### src/design/tsb_pkg.sv
package tsb_pkg;

  // ----------------------------------------------------------------
  // Register offsets (byte addresses)
  // ----------------------------------------------------------------
  localparam logic [7:0] TSB_CTRL_OFS   = 8'h00;
  localparam logic [7:0] TSB_STATUS_OFS = 8'h04;
  localparam logic [7:0] TSB_CFGA_OFS   = 8'h08;
  localparam logic [7:0] TSB_CFGB_OFS   = 8'h0c;
  localparam logic [7:0] TSB_CARR_OFS   = 8'h10;
  localparam logic [7:0] TSB_DEV_OFS    = 8'h14;
  localparam logic [7:0] TSB_FRX_OFS    = 8'h18;
  localparam logic [7:0] TSB_FTXL_OFS   = 8'h1c;
  localparam logic [7:0] TSB_FTXH_OFS   = 8'h20;
  localparam logic [7:0] TSB_CMD_OFS    = 8'h24;

  // ----------------------------------------------------------------
  // Control and command register fields
  // ----------------------------------------------------------------
  localparam int CTRL_LOW_VOLTAGE_DETECT_ENABLE_BIT    = 0;
  localparam int CTRL_BAND_LO_BIT = 1;
  localparam int CTRL_BAND_HI_BIT = 2;
  localparam int CTRL_LOF_LO_BIT  = 3;
  localparam int CTRL_LOF_HI_BIT  = 4;
  localparam int CTRL_DME_BIT     = 5;
  localparam int CTRL_FSK_BIT     = 6;
  localparam int CTRL_DIRECT_BIT  = 7;
  localparam int CTRL_MODE_LSB    = 8;
  localparam int CTRL_RXGAIN_LSB  = 10;
  localparam int CTRL_TXPWR_LSB   = 12;
  localparam int CTRL_AUTOSW_BIT  = 14;
  localparam int CMD_CFGSW_BIT    = 0;

  // Status register fields
  localparam int STAT_LVDS_BIT    = 0;
  localparam int STAT_LOCK_BIT    = 1;
  localparam int STAT_TXSTOP_BIT  = 2;
  localparam int STAT_SWITCH_BIT  = 3;
  localparam int STAT_STATE_LSB   = 4;
  localparam int STAT_CFGSEL_BIT  = 7;

  // ----------------------------------------------------------------
  // Reset values
  // ----------------------------------------------------------------
  localparam logic [15:0] CTRL_RST = 16'h0000;
  localparam logic [15:0] CFG_RST  = 16'h0000;
  localparam logic [15:0] FREQ_RST = 16'h0000;

  // ----------------------------------------------------------------
  // Band codes, dividers, mode requests
  // ----------------------------------------------------------------
  localparam logic [1:0] BAND_300 = 2'h0;
  localparam logic [1:0] BAND_430 = 2'h1;
  localparam logic [1:0] BAND_900 = 2'h3;
  localparam logic [7:0] DATACLK_DIV_LOW  = 8'd60;
  localparam logic [7:0] DATACLK_DIV_HIGH = 8'd80;
  localparam logic [7:0] DIGCLK_DIV_LOW   = 8'd30;
  localparam logic [7:0] DIGCLK_DIV_HIGH  = 8'd40;
  localparam logic [7:0] IF_DIV_LOW       = 8'd9;
  localparam logic [7:0] IF_DIV_HIGH      = 8'd12;
  localparam logic [1:0] REQ_STANDBY = 2'h0;
  localparam logic [1:0] REQ_RX      = 2'h1;
  localparam logic [1:0] REQ_TX      = 2'h2;
  localparam logic [7:0] HALF_BIT_CYCLES = 8'd16;

  typedef enum logic [2:0] {
    TSB_STANDBY,
    TSB_LVD,
    TSB_RX,
    TSB_TX
  } tsb_mode_e;

endpackage

### src/design/tsb_clk_div.sv
`timescale 1ns/1ps
module tsb_clk_div
  import tsb_pkg::*;
#(
  parameter int W = 8
) (
  input  wire logic         clk,
  input  wire logic         rst_n,
  input  wire logic [W-1:0] div,
  output logic              tick
);

  typedef struct packed {
    logic [W-1:0] cnt;
    logic         tick;
  } tsb_div_s;

  tsb_div_s st_r;
  tsb_div_s st_nxt;

  // Count to div-1, then emit one pulse; a new divisor applies at once to the count in progress
  always_comb begin
    st_nxt      = st_r;
    st_nxt.tick = 1'b0;
    if (st_r.cnt >= div - W'(1)) begin
      st_nxt.cnt  = '0;
      st_nxt.tick = 1'b1;
    end else begin
      st_nxt.cnt = st_r.cnt + W'(1);
    end
  end

  always_ff @(posedge clk or negedge rst_n) begin
    if (!rst_n) begin
      st_r <= '0;
    end else begin
      st_r <= st_nxt;
    end
  end

  assign tick = st_r.tick;

endmodule

### src/design/tsb_manchester.sv
`timescale 1ns/1ps
module tsb_manchester
  import tsb_pkg::*;
(
  input  wire logic clk,
  input  wire logic rst_n,
  input  wire logic enable,
  input  wire logic din,
  output logic      bit_out,
  output logic      bit_stb
);

  typedef struct packed {
    logic       din_d;
    logic [7:0] cnt;
    logic       phase;
    logic       bit_out;
    logic       bit_stb;
  } tsb_man_s;

  tsb_man_s st_r;
  tsb_man_s st_nxt;

  // Edge spacing tells mid-bit edges from bit-boundary edges; a long
  // gap can only be a mid-bit edge, so it also resynchronises phase
  always_comb begin
    st_nxt         = st_r;
    st_nxt.bit_stb = 1'b0;
    st_nxt.din_d   = din;
    if (st_r.cnt != 8'hff) begin
      st_nxt.cnt = st_r.cnt + 8'h01;
    end
    if (!enable) begin
      st_nxt.phase = 1'b0;
      st_nxt.cnt   = 8'h00;
    end else if (din != st_r.din_d) begin
      st_nxt.cnt = 8'h00;
      if (st_r.cnt > HALF_BIT_CYCLES + (HALF_BIT_CYCLES >> 1)) begin
        st_nxt.bit_out = din;
        st_nxt.bit_stb = 1'b1;
        st_nxt.phase   = 1'b0;
      end else if (st_r.phase) begin
        st_nxt.bit_out = din;
        st_nxt.bit_stb = 1'b1;
        st_nxt.phase   = 1'b0;
      end else begin
        st_nxt.phase = 1'b1;
      end
    end
  end

  always_ff @(posedge clk or negedge rst_n) begin
    if (!rst_n) begin
      st_r <= '0;
    end else begin
      st_r <= st_nxt;
    end
  end

  assign bit_out = st_r.bit_out;
  assign bit_stb = st_r.bit_stb;

endmodule

### src/design/tsb_core.sv
// Operation
// - Power-on reset returns every configuration and status register.
// - With detection enabled, low supply sets the low-voltage flag.
// - Low-voltage flag stays latched; a host read clears it.
// - Standby request with detection enabled enters low-voltage mode.
// - Data manager on: recover clock, decode Manchester, output both.
// - Data manager off: sliced receive data goes straight out.
// - Two receiver configurations; swap on wakeup or host command.
// - Out-of-lock synthesizer: received data is discarded.
// - Transmit mode: losing lock stops transmission.
// - Switch output toggles on every receive/transmit direction change.
// - Host sends coded data; amplitude keys carrier, frequency shifts it.
// - Band bits: 00 low bands, 01 mid bands, 11 high bands.
// - Data clock divides 60/30 for band 00, else 80/40.
// - IF reference divides crystal by 9 or 12 per low band bit.
// - Four receive gain reduction steps are programmable.
// - Four transmit power reduction steps are programmable.
// - Frequency words computed from carrier/deviation, or written directly.
// - Oscillator multiplier is two in the high band, four otherwise.
// - Mode controller advances on the divided digital clock.
// - After reset the controller is in standby with reset values.
`timescale 1ns/1ps
module tsb_core
  import tsb_pkg::*;
(
  input  wire logic        pclk,
  input  wire logic        presetn,
  input  wire logic [7:0]  paddr,
  input  wire logic        psel,
  input  wire logic        penable,
  input  wire logic        pwrite,
  input  wire logic [31:0] pwdata,
  output logic      [31:0] prdata,
  output logic             pready,
  output logic             pslverr,
  input  wire logic        supply_low,
  input  wire logic        pll_locked,
  input  wire logic        sliced_rx_data,
  input  wire logic        tx_coded_data,
  input  wire logic        wakeup,
  output logic             rf_switch,
  output logic             pa_enable,
  output logic             tx_ook_key,
  output logic      [15:0] synth_word,
  output logic      [1:0]  lna_gain_step,
  output logic      [1:0]  pa_power_step,
  output logic             rx_data,
  output logic             rx_clk,
  output logic      [15:0] rx_cfg,
  output logic             dataclk_tick,
  output logic             digclk_tick,
  output logic             ifref_tick,
  output logic             lo_mult_four,
  output logic             lvd_monitor_on
);

  // ----------------------------------------------------------------
  // State
  // ----------------------------------------------------------------
  typedef struct packed {
    logic [15:0] ctrl;
    logic [15:0] cfg_a;
    logic [15:0] cfg_b;
    logic [15:0] carrier;
    logic [15:0] dev;
    logic [15:0] f_rx;
    logic [15:0] f_txl;
    logic [15:0] f_txh;
    logic        lvds;
    logic        tx_stop;
    logic        sw;
    logic        cfg_sel;
    tsb_mode_e   mode;
    logic [31:0] prdata;
    logic        rx_data;
    logic        rx_clk;
    logic [15:0] rx_cfg;
    logic [15:0] synth;
    logic        pa_en;
    logic        ook;
  } tsb_core_s;

  tsb_core_s st_r;
  tsb_core_s st_nxt;

  logic [1:0]  band;
  logic [7:0]  data_div;
  logic [7:0]  dig_div;
  logic [7:0]  if_div;
  logic        wr_acc;
  logic        rd_acc;
  logic        addr_ok;
  logic        stat_rd;
  logic        dme;
  logic        fsk;
  logic        man_bit;
  logic        man_stb;
  logic [1:0]  mode_req;
  logic        lvd_set;
  tsb_mode_e   mode_tgt;

  assign band     = {st_r.ctrl[CTRL_BAND_HI_BIT], st_r.ctrl[CTRL_BAND_LO_BIT]};
  assign dme      = st_r.ctrl[CTRL_DME_BIT];
  assign fsk      = st_r.ctrl[CTRL_FSK_BIT];
  assign mode_req = st_r.ctrl[CTRL_MODE_LSB +: 2];

  // ----------------------------------------------------------------
  // Clock generation from the reference
  // ----------------------------------------------------------------
  // Band 00 uses the short dividers; code 10 is undefined and takes
  // the upper-band data and digital dividers so the clocks never stop
  always_comb begin
    if (band == BAND_300) begin
      data_div = DATACLK_DIV_LOW;
      dig_div  = DIGCLK_DIV_LOW;
    end else begin
      data_div = DATACLK_DIV_HIGH;
      dig_div  = DIGCLK_DIV_HIGH;
    end
    if_div = st_r.ctrl[CTRL_BAND_LO_BIT] ? IF_DIV_HIGH : IF_DIV_LOW;
  end

  tsb_clk_div #(.W(8)) u_dataclk (
    .clk   (pclk),
    .rst_n (presetn),
    .div   (data_div),
    .tick  (dataclk_tick)
  );

  tsb_clk_div #(.W(8)) u_digclk (
    .clk   (pclk),
    .rst_n (presetn),
    .div   (dig_div),
    .tick  (digclk_tick)
  );

  tsb_clk_div #(.W(8)) u_ifref (
    .clk   (pclk),
    .rst_n (presetn),
    .div   (if_div),
    .tick  (ifref_tick)
  );

  // Manchester recovery runs only in receive with the data manager on
  tsb_manchester u_man (
    .clk     (pclk),
    .rst_n   (presetn),
    .enable  (dme && st_r.mode == TSB_RX),
    .din     (sliced_rx_data),
    .bit_out (man_bit),
    .bit_stb (man_stb)
  );

  // ----------------------------------------------------------------
  // APB decode
  // ----------------------------------------------------------------
  // Zero wait states; unmapped offsets answer with an error
  always_comb begin
    case (paddr)
      TSB_CTRL_OFS, TSB_STATUS_OFS, TSB_CFGA_OFS, TSB_CFGB_OFS,
      TSB_CARR_OFS, TSB_DEV_OFS, TSB_FRX_OFS, TSB_FTXL_OFS,
      TSB_FTXH_OFS, TSB_CMD_OFS: addr_ok = 1'b1;
      default:                   addr_ok = 1'b0;
    endcase
  end

  assign wr_acc  = psel && penable && pwrite && addr_ok;
  assign rd_acc  = psel && penable && !pwrite && addr_ok;
  assign stat_rd = rd_acc && (paddr == TSB_STATUS_OFS);
  assign pready  = 1'b1;
  assign pslverr = psel && penable && !addr_ok;
  assign lvd_set = st_r.ctrl[CTRL_LOW_VOLTAGE_DETECT_ENABLE_BIT] && supply_low;

  // Target mode from the request; standby turns into low-voltage mode
  // while the monitor is enabled because the monitor cannot sleep
  always_comb begin
    case (mode_req)
      REQ_RX:  mode_tgt = TSB_RX;
      REQ_TX:  mode_tgt = TSB_TX;
      default: begin
        if (st_r.ctrl[CTRL_LOW_VOLTAGE_DETECT_ENABLE_BIT]) begin
          mode_tgt = TSB_LVD;
        end else begin
          mode_tgt = TSB_STANDBY;
        end
      end
    endcase
  end

  // ----------------------------------------------------------------
  // Next state
  // ----------------------------------------------------------------
  always_comb begin
    st_nxt = st_r;
    // Register writes
    if (wr_acc) begin
      case (paddr)
        TSB_CTRL_OFS: st_nxt.ctrl    = pwdata[15:0];
        TSB_CFGA_OFS: st_nxt.cfg_a   = pwdata[15:0];
        TSB_CFGB_OFS: st_nxt.cfg_b   = pwdata[15:0];
        TSB_CARR_OFS: st_nxt.carrier = pwdata[15:0];
        TSB_DEV_OFS:  st_nxt.dev     = pwdata[15:0];
        TSB_FRX_OFS:  st_nxt.f_rx    = pwdata[15:0];
        TSB_FTXL_OFS: st_nxt.f_txl   = pwdata[15:0];
        TSB_FTXH_OFS: st_nxt.f_txh   = pwdata[15:0];
        default: ;
      endcase
    end
    // Configuration swap by command or by wakeup when enabled
    if ((wr_acc && paddr == TSB_CMD_OFS && pwdata[CMD_CFGSW_BIT]) ||
        (wakeup && st_r.ctrl[CTRL_AUTOSW_BIT])) begin
      st_nxt.cfg_sel = ~st_r.cfg_sel;
    end
    st_nxt.rx_cfg = st_nxt.cfg_sel ? st_nxt.cfg_b : st_nxt.cfg_a;

    // Read data is captured in the setup phase and held for access
    if (psel && !penable && !pwrite) begin
      case (paddr)
        TSB_CTRL_OFS:   st_nxt.prdata = {16'h0000, st_r.ctrl};
        TSB_STATUS_OFS: st_nxt.prdata = {24'h000000, st_r.cfg_sel,
                                         st_r.mode, st_r.sw,
                                         st_r.tx_stop, pll_locked,
                                         st_r.lvds};
        TSB_CFGA_OFS:   st_nxt.prdata = {16'h0000, st_r.cfg_a};
        TSB_CFGB_OFS:   st_nxt.prdata = {16'h0000, st_r.cfg_b};
        TSB_CARR_OFS:   st_nxt.prdata = {16'h0000, st_r.carrier};
        TSB_DEV_OFS:    st_nxt.prdata = {16'h0000, st_r.dev};
        TSB_FRX_OFS:    st_nxt.prdata = {16'h0000, st_r.f_rx};
        TSB_FTXL_OFS:   st_nxt.prdata = {16'h0000, st_r.f_txl};
        TSB_FTXH_OFS:   st_nxt.prdata = {16'h0000, st_r.f_txh};
        default:        st_nxt.prdata = 32'h00000000;
      endcase
    end

    // Flag latches; a new low-supply sample beats the read clear
    st_nxt.lvds = (st_r.lvds && !stat_rd) || lvd_set;

    // Mode controller steps only on the digital clock tick
    if (digclk_tick) begin
      st_nxt.mode = mode_tgt;
      if (mode_tgt == TSB_TX && st_r.sw == 1'b0) begin
        st_nxt.sw = 1'b1;
      end else if (mode_tgt == TSB_RX && st_r.sw == 1'b1) begin
        st_nxt.sw = 1'b0;
      end
    end

    // Lock loss in transmit halts the carrier until transmit ends
    if (st_nxt.mode != TSB_TX) begin
      st_nxt.tx_stop = 1'b0;
    end else if (!pll_locked) begin
      st_nxt.tx_stop = 1'b1;
    end
    st_nxt.pa_en = (st_nxt.mode == TSB_TX) && !st_nxt.tx_stop
                   && pll_locked;
    st_nxt.ook   = st_nxt.pa_en && (fsk || tx_coded_data);

    // Synthesizer word: computed or taken from direct registers
    if (st_r.ctrl[CTRL_DIRECT_BIT]) begin
      if (st_r.mode != TSB_TX) begin
        st_nxt.synth = st_r.f_rx;
      end else if (fsk && tx_coded_data) begin
        st_nxt.synth = st_r.f_txh;
      end else begin
        st_nxt.synth = st_r.f_txl;
      end
    end else if (st_r.mode == TSB_TX && fsk && tx_coded_data) begin
      st_nxt.synth = 16'(st_r.carrier + st_r.dev);
    end else begin
      st_nxt.synth = st_r.carrier;
    end

    // Receive path; nothing leaves while the loop is unlocked
    st_nxt.rx_clk = 1'b0;
    if (!pll_locked || st_r.mode != TSB_RX) begin
      st_nxt.rx_data = 1'b0;
    end else if (dme) begin
      st_nxt.rx_clk = man_stb;
      if (man_stb) begin
        st_nxt.rx_data = man_bit;
      end
    end else begin
      st_nxt.rx_data = sliced_rx_data;
    end
  end

  // Everything returns to reset value; mode comes up in standby
  always_ff @(posedge pclk or negedge presetn) begin
    if (!presetn) begin
      st_r         <= '0;
      st_r.ctrl    <= CTRL_RST;
      st_r.cfg_a   <= CFG_RST;
      st_r.cfg_b   <= CFG_RST;
      st_r.carrier <= FREQ_RST;
      st_r.dev     <= FREQ_RST;
      st_r.f_rx    <= FREQ_RST;
      st_r.f_txl   <= FREQ_RST;
      st_r.f_txh   <= FREQ_RST;
      st_r.mode    <= TSB_STANDBY;
    end else begin
      st_r <= st_nxt;
    end
  end

  // ----------------------------------------------------------------
  // Outputs
  // ----------------------------------------------------------------
  assign prdata         = st_r.prdata;
  assign rf_switch      = st_r.sw;
  assign pa_enable      = st_r.pa_en;
  assign tx_ook_key     = st_r.ook;
  assign synth_word     = st_r.synth;
  assign lna_gain_step  = st_r.ctrl[CTRL_RXGAIN_LSB +: 2];
  assign pa_power_step  = st_r.ctrl[CTRL_TXPWR_LSB +: 2];
  assign rx_data        = st_r.rx_data;
  assign rx_clk         = st_r.rx_clk;
  assign rx_cfg         = st_r.rx_cfg;
  assign lo_mult_four   = (band != BAND_900);
  assign lvd_monitor_on = st_r.ctrl[CTRL_LOW_VOLTAGE_DETECT_ENABLE_BIT];
endmodule

### config.mk
export PLATFORM = sky130hd
export DESIGN_NAME = tsb_core
export DESIGN_NICKNAME = d
export VERILOG_FILES = /design/src/design/tsb_pkg.sv /design/src/design/tsb_clk_div.sv /design/src/design/tsb_manchester.sv /design/src/design/tsb_core.sv
export SDC_FILE = /design/constraint.sdc
export NUM_CORES = 1
export LEC_CHECK = 0
export ABC_AREA = 1
export BUFFER_PORTS_ARGS = -buffer_cell sky130_fd_sc_hd__buf_2
export CAP_MARGIN = 20
export CORE_MARGIN = 10
export CORE_UTILIZATION = 54
export DETAILED_ROUTE_END_ITERATION = 10
export HOLD_SLACK_MARGIN = 0.02
export PLACE_DENSITY = 0.81
export SLEW_MARGIN = 20
export SYNTH_ARGS = -nofsm -noshare
export SYNTH_HDL_FRONTEND = slang
export SYNTH_SLANG_ARGS = --single-unit
### constraint.sdc
create_clock -name pclk -period 2.06 [get_ports pclk]
set_clock_uncertainty 0.2 [all_clocks]
set_input_delay 0.103 -clock pclk [delete_from_list [all_inputs] [get_ports pclk]]
set_output_delay 0.103 -clock pclk [all_outputs]
set_load 0.1 [all_outputs]
==> implementation parameters <==
Parameter                              Value

Status
  Result of the run    finished with violations
  Failing checks    negative setup slack

Layout
  Area added between synthesis and finish    20.2%
  Post-Layout Inst Area    14,500 µm²
  Filler cells    1,719
  Number of diodes    0
  Proportion of layout cells with a drive suffix above 1    19.1%
  Combined flip-flop and latch cell area    5660 µm²
  Area occupied by multi-input gates    5480 µm²
  Net total in the final layout    1,746

Routing
  Routed wire length per instance    18.0 µm
  Routed vias    11,200
  Via/cell ratio    5.69
  Number of iterations in the first detailed-routing pass    6
  Final wirelength    35,400 µm
  DR iter-0 viols    1,286
  Final antenna-violating net count    0
  Number of remaining DRC errors    0

Placement
  Number of I/O port buffers    96
  Routability congestion estimate from global placement    1.00
  Placed cell area    13,000 µm²
  Detailed placement HPWL    25,000 µm

Setup path
  Slack of the worst reg-to-reg path    -30 ps
  Worst path bufs/invs    2
  Crit path launch    band[1]
  Maximum cell stage delay along the critical path    490 ps
  Critical path class    reg -> reg
  Crit path DAT    2300 ps
  Critical path, cell by cell    nor2_4, inv_1, ha_1, a31oi_1, o211ai_1, buf_4, nor2_1
  Cell at the slowest stage of the critical path    sky130_fd_sc_hd__o211ai_1
  Path length in cells of the critical path    7
  CP Capture Point    u_digclk.st_r[1]
  Nature of the critical path startpoint    flip-flop
  Top delay family on crit path    compound AO/OA/AOI/OAI gates
  Crit end category    flip-flop
  Required time reported for the critical path endpoint    2270 ps
  R2r worst-path depth    7
  Top fanout value on the critical path    7
  Reg-to-Reg End    u_digclk.st_r[1]
  Crit Reg-Reg Startpoint    band[1]

STA
  Post-route setup TNS    -67.5 ps
  Minimum setup slack in the final design    -29.5 ps
  Slew of the pin with the lowest slew margin    618 ps
  Final Hold Fails    0
  Number of pins exceeding their max-slew limit in the final report    0
  Min Clock Period, post-route    2090 ps
  Setup repair after global routing missed its margin    yes
  Setup-failing EPs final    3
  Highest clock frequency the design can meet    479 MHz
  Crit share post-route    101%
  Final-layout worst hold slack    92.8 ps
  Relative max-transition margin    58.5%

Pwr
  Power per cell area    694 nW/µm²
  Worst ir drop on vdd    0.736 mV
  Pwr Total    10.1 mW
  Total leakage power    7.33 nW

Logic synthesis
  Post-synth top area cell    sky130_fd_sc_hd__dfrtp_1
  Fraction of synthesis flops using an asynchronous set or reset pin    100%
  Leading cell types by count after synthesis    sky130_fd_sc_hd__nand2_1, sky130_fd_sc_hd__dfrtp_1, sky130_fd_sc_hd__inv_1, sky130_fd_sc_hd__nand3_1
  Leading register cell type out of synthesis    sky130_fd_sc_hd__dfrtp_1
  Number of distinct standard cells referenced by the synthesized netlist    47
  Gate Count Post-Synth    1,518
  Synthesis Warnings    0
  Number of storage elements in the synthesis netlist    226
  Synth Area per Inst    7.94 µm²
  Most frequent cell after synthesis    sky130_fd_sc_hd__nand2_1
  Area share of the largest cell type after synthesis    46.9%
  Fraction of the yosys area taken by sequential cells    46.9%
  Top cells by area in the synthesized netlist    sky130_fd_sc_hd__dfrtp_1, sky130_fd_sc_hd__nand2_1, sky130_fd_sc_hd__buf_4
  EDFF count, synth    0
  Total standard cell area after synthesis    12,000 µm²

Global routing
  First-pass GRT wire length    55,600 µm
  Largest net degree at the start of global routing    57
  Antenna violations before repair    0
  Overflow after GRT    0
  Via count of the first global-routing pass    10,600
  Global-route usage over all layers    23.5%

Clocking
  Clk pin slew, worst setup/hold paths    60 ps
  Number of clock sinks    226
  Clock root cell    sky130_fd_sc_hd__clkbuf_16
  Buffer depth of the longest clock path    3
  H-tree level count    1
  Total CTS buffers    25
  CTS tree    yes
  Insertion delay of the later-clocked pin in the worst-skew pair    520 ps

Floorplanning
  Total Die Area    28,700 µm²
  Number of core rows    54
  Std-Cell Core Area    21,900 µm²
  Number of placed I/O pins    130
  Die Y-Extent    169 µm
  Die outline width    169 µm
  Effective utilization at floorplan    55.0%

Min path
  Path category of the worst min-delay check    in -> reg

Run
  Max-capacitance violation count    0
flip-flops by register name, summed over array words and instances (netlist names), 2 cells and up:
| name | cells |
|---|---|
| synth_word | 16 |
| pa_power_step | 2 |
| rx_cfg | 16 |
| lna_gain_step | 2 |
| band | 2 |
| mode_req | 2 |
| st_r | 123 |
| u_ifref.st_r | 8 |
| u_digclk.st_r | 8 |
| u_man.st_r | 10 |
| prdata | 16 |
| u_dataclk.st_r | 8 |
cell usage in the layout, fill, tap and decap left out, drive strengths merged, types with 6 or more instances in the layout:
cell type    instances
inv                125
clkinv               7
a21oi               68
xor2                 8
dfrtp              226
buf                198
nor3                19
o21bai               6
clkbuf              30
o22ai               10
o211ai               9
dlygate4sd3         27
a211oi               6
ha                  31
nand3              118
o21ai              192
nor2                93
conb                22
nand2              441
through the flow:
step | instances | utilization (%) | setup slack (ps)
floorplan | 1538 | - | 31.9
global placement | 1874 | 59.3 | -34.7
detailed placement | 1874 | 59.3 | -102
CTS | 1945 | 64.6 | -2.26
global route | 1960 | 66.2 | -140
finish | 1960 | 66.2 | -29.5
where the power goes:
| group | switching [mW] | internal (mW) |
|---|---|---|
| sequential | 0.0798 | 4.53 |
| clock | 1.86 | 2.65 |
| combinational | 0.661 | 0.269 |
| total | 2.60 | 7.46 |
repair_timing:
item | in CTS | in global routing
hold buffers | 27 | 0
buffers inserted | 1 | 14
gates resized for setup | 13 | 52
endpoints found under the hold margin | 380 | 0
cloned | 0 | 1
pin swaps | 5 | 15
setup endpoints to repair | 25 | 30
routing by layer:
layer | part of all wire, % | global-route usage (%) | wire length (µm)
met1 | 40 | 32.0 | 14200
met2 | 46 | 36.8 | 16200
met3 | 11 | 4.75 | 3820
met4 | 3.2 | 7.95 | 1140
met5 | 0 | 0 | 0
cells by family (layout without fill, tap and decap cells):
kind of cell / count (synthesis) / after routing / synth area share, %
adder cells (fa/ha/maj): 32 / 32 / 3.39
buffers and inverters: 254 / 395 / 10.6
AND/OR/NAND/NOR: 683 / 684 / 24.3
flip-flops: 226 / 226 / 46.9
other: 2 / 22 / 0.0623
XOR/XNOR: 13 / 13 / 0.945
AO/OA/AOI/OAI: 308 / 308 / 13.7
area by class of cell:
class,instances,share of cell area (%)
flip-flops and latches,226,39.0
clock inverters,13,1.16
well taps,280,2.42
multi-input cells,1059,37.8
inverters,127,3.33
clock buffers,30,4.52
repair buffers,225,11.7
worst min path at each step:
stage / start / end / slack, ps / depth (start not counted)
after floorplan: presetn / band[0] / -390 / 0
final: sliced_rx_data / u_man.st_r[11] / 90 / 2
after global routing: sliced_rx_data / u_man.st_r[11] / 120 / 2
after global placement: presetn / u_ifref.st_r[8] / -130 / 1
after detailed placement: presetn / u_dataclk.st_r[5] / -120 / 1
after CTS: sliced_rx_data / u_man.st_r[11] / 90 / 2
(Power assumes the default switching activity.)
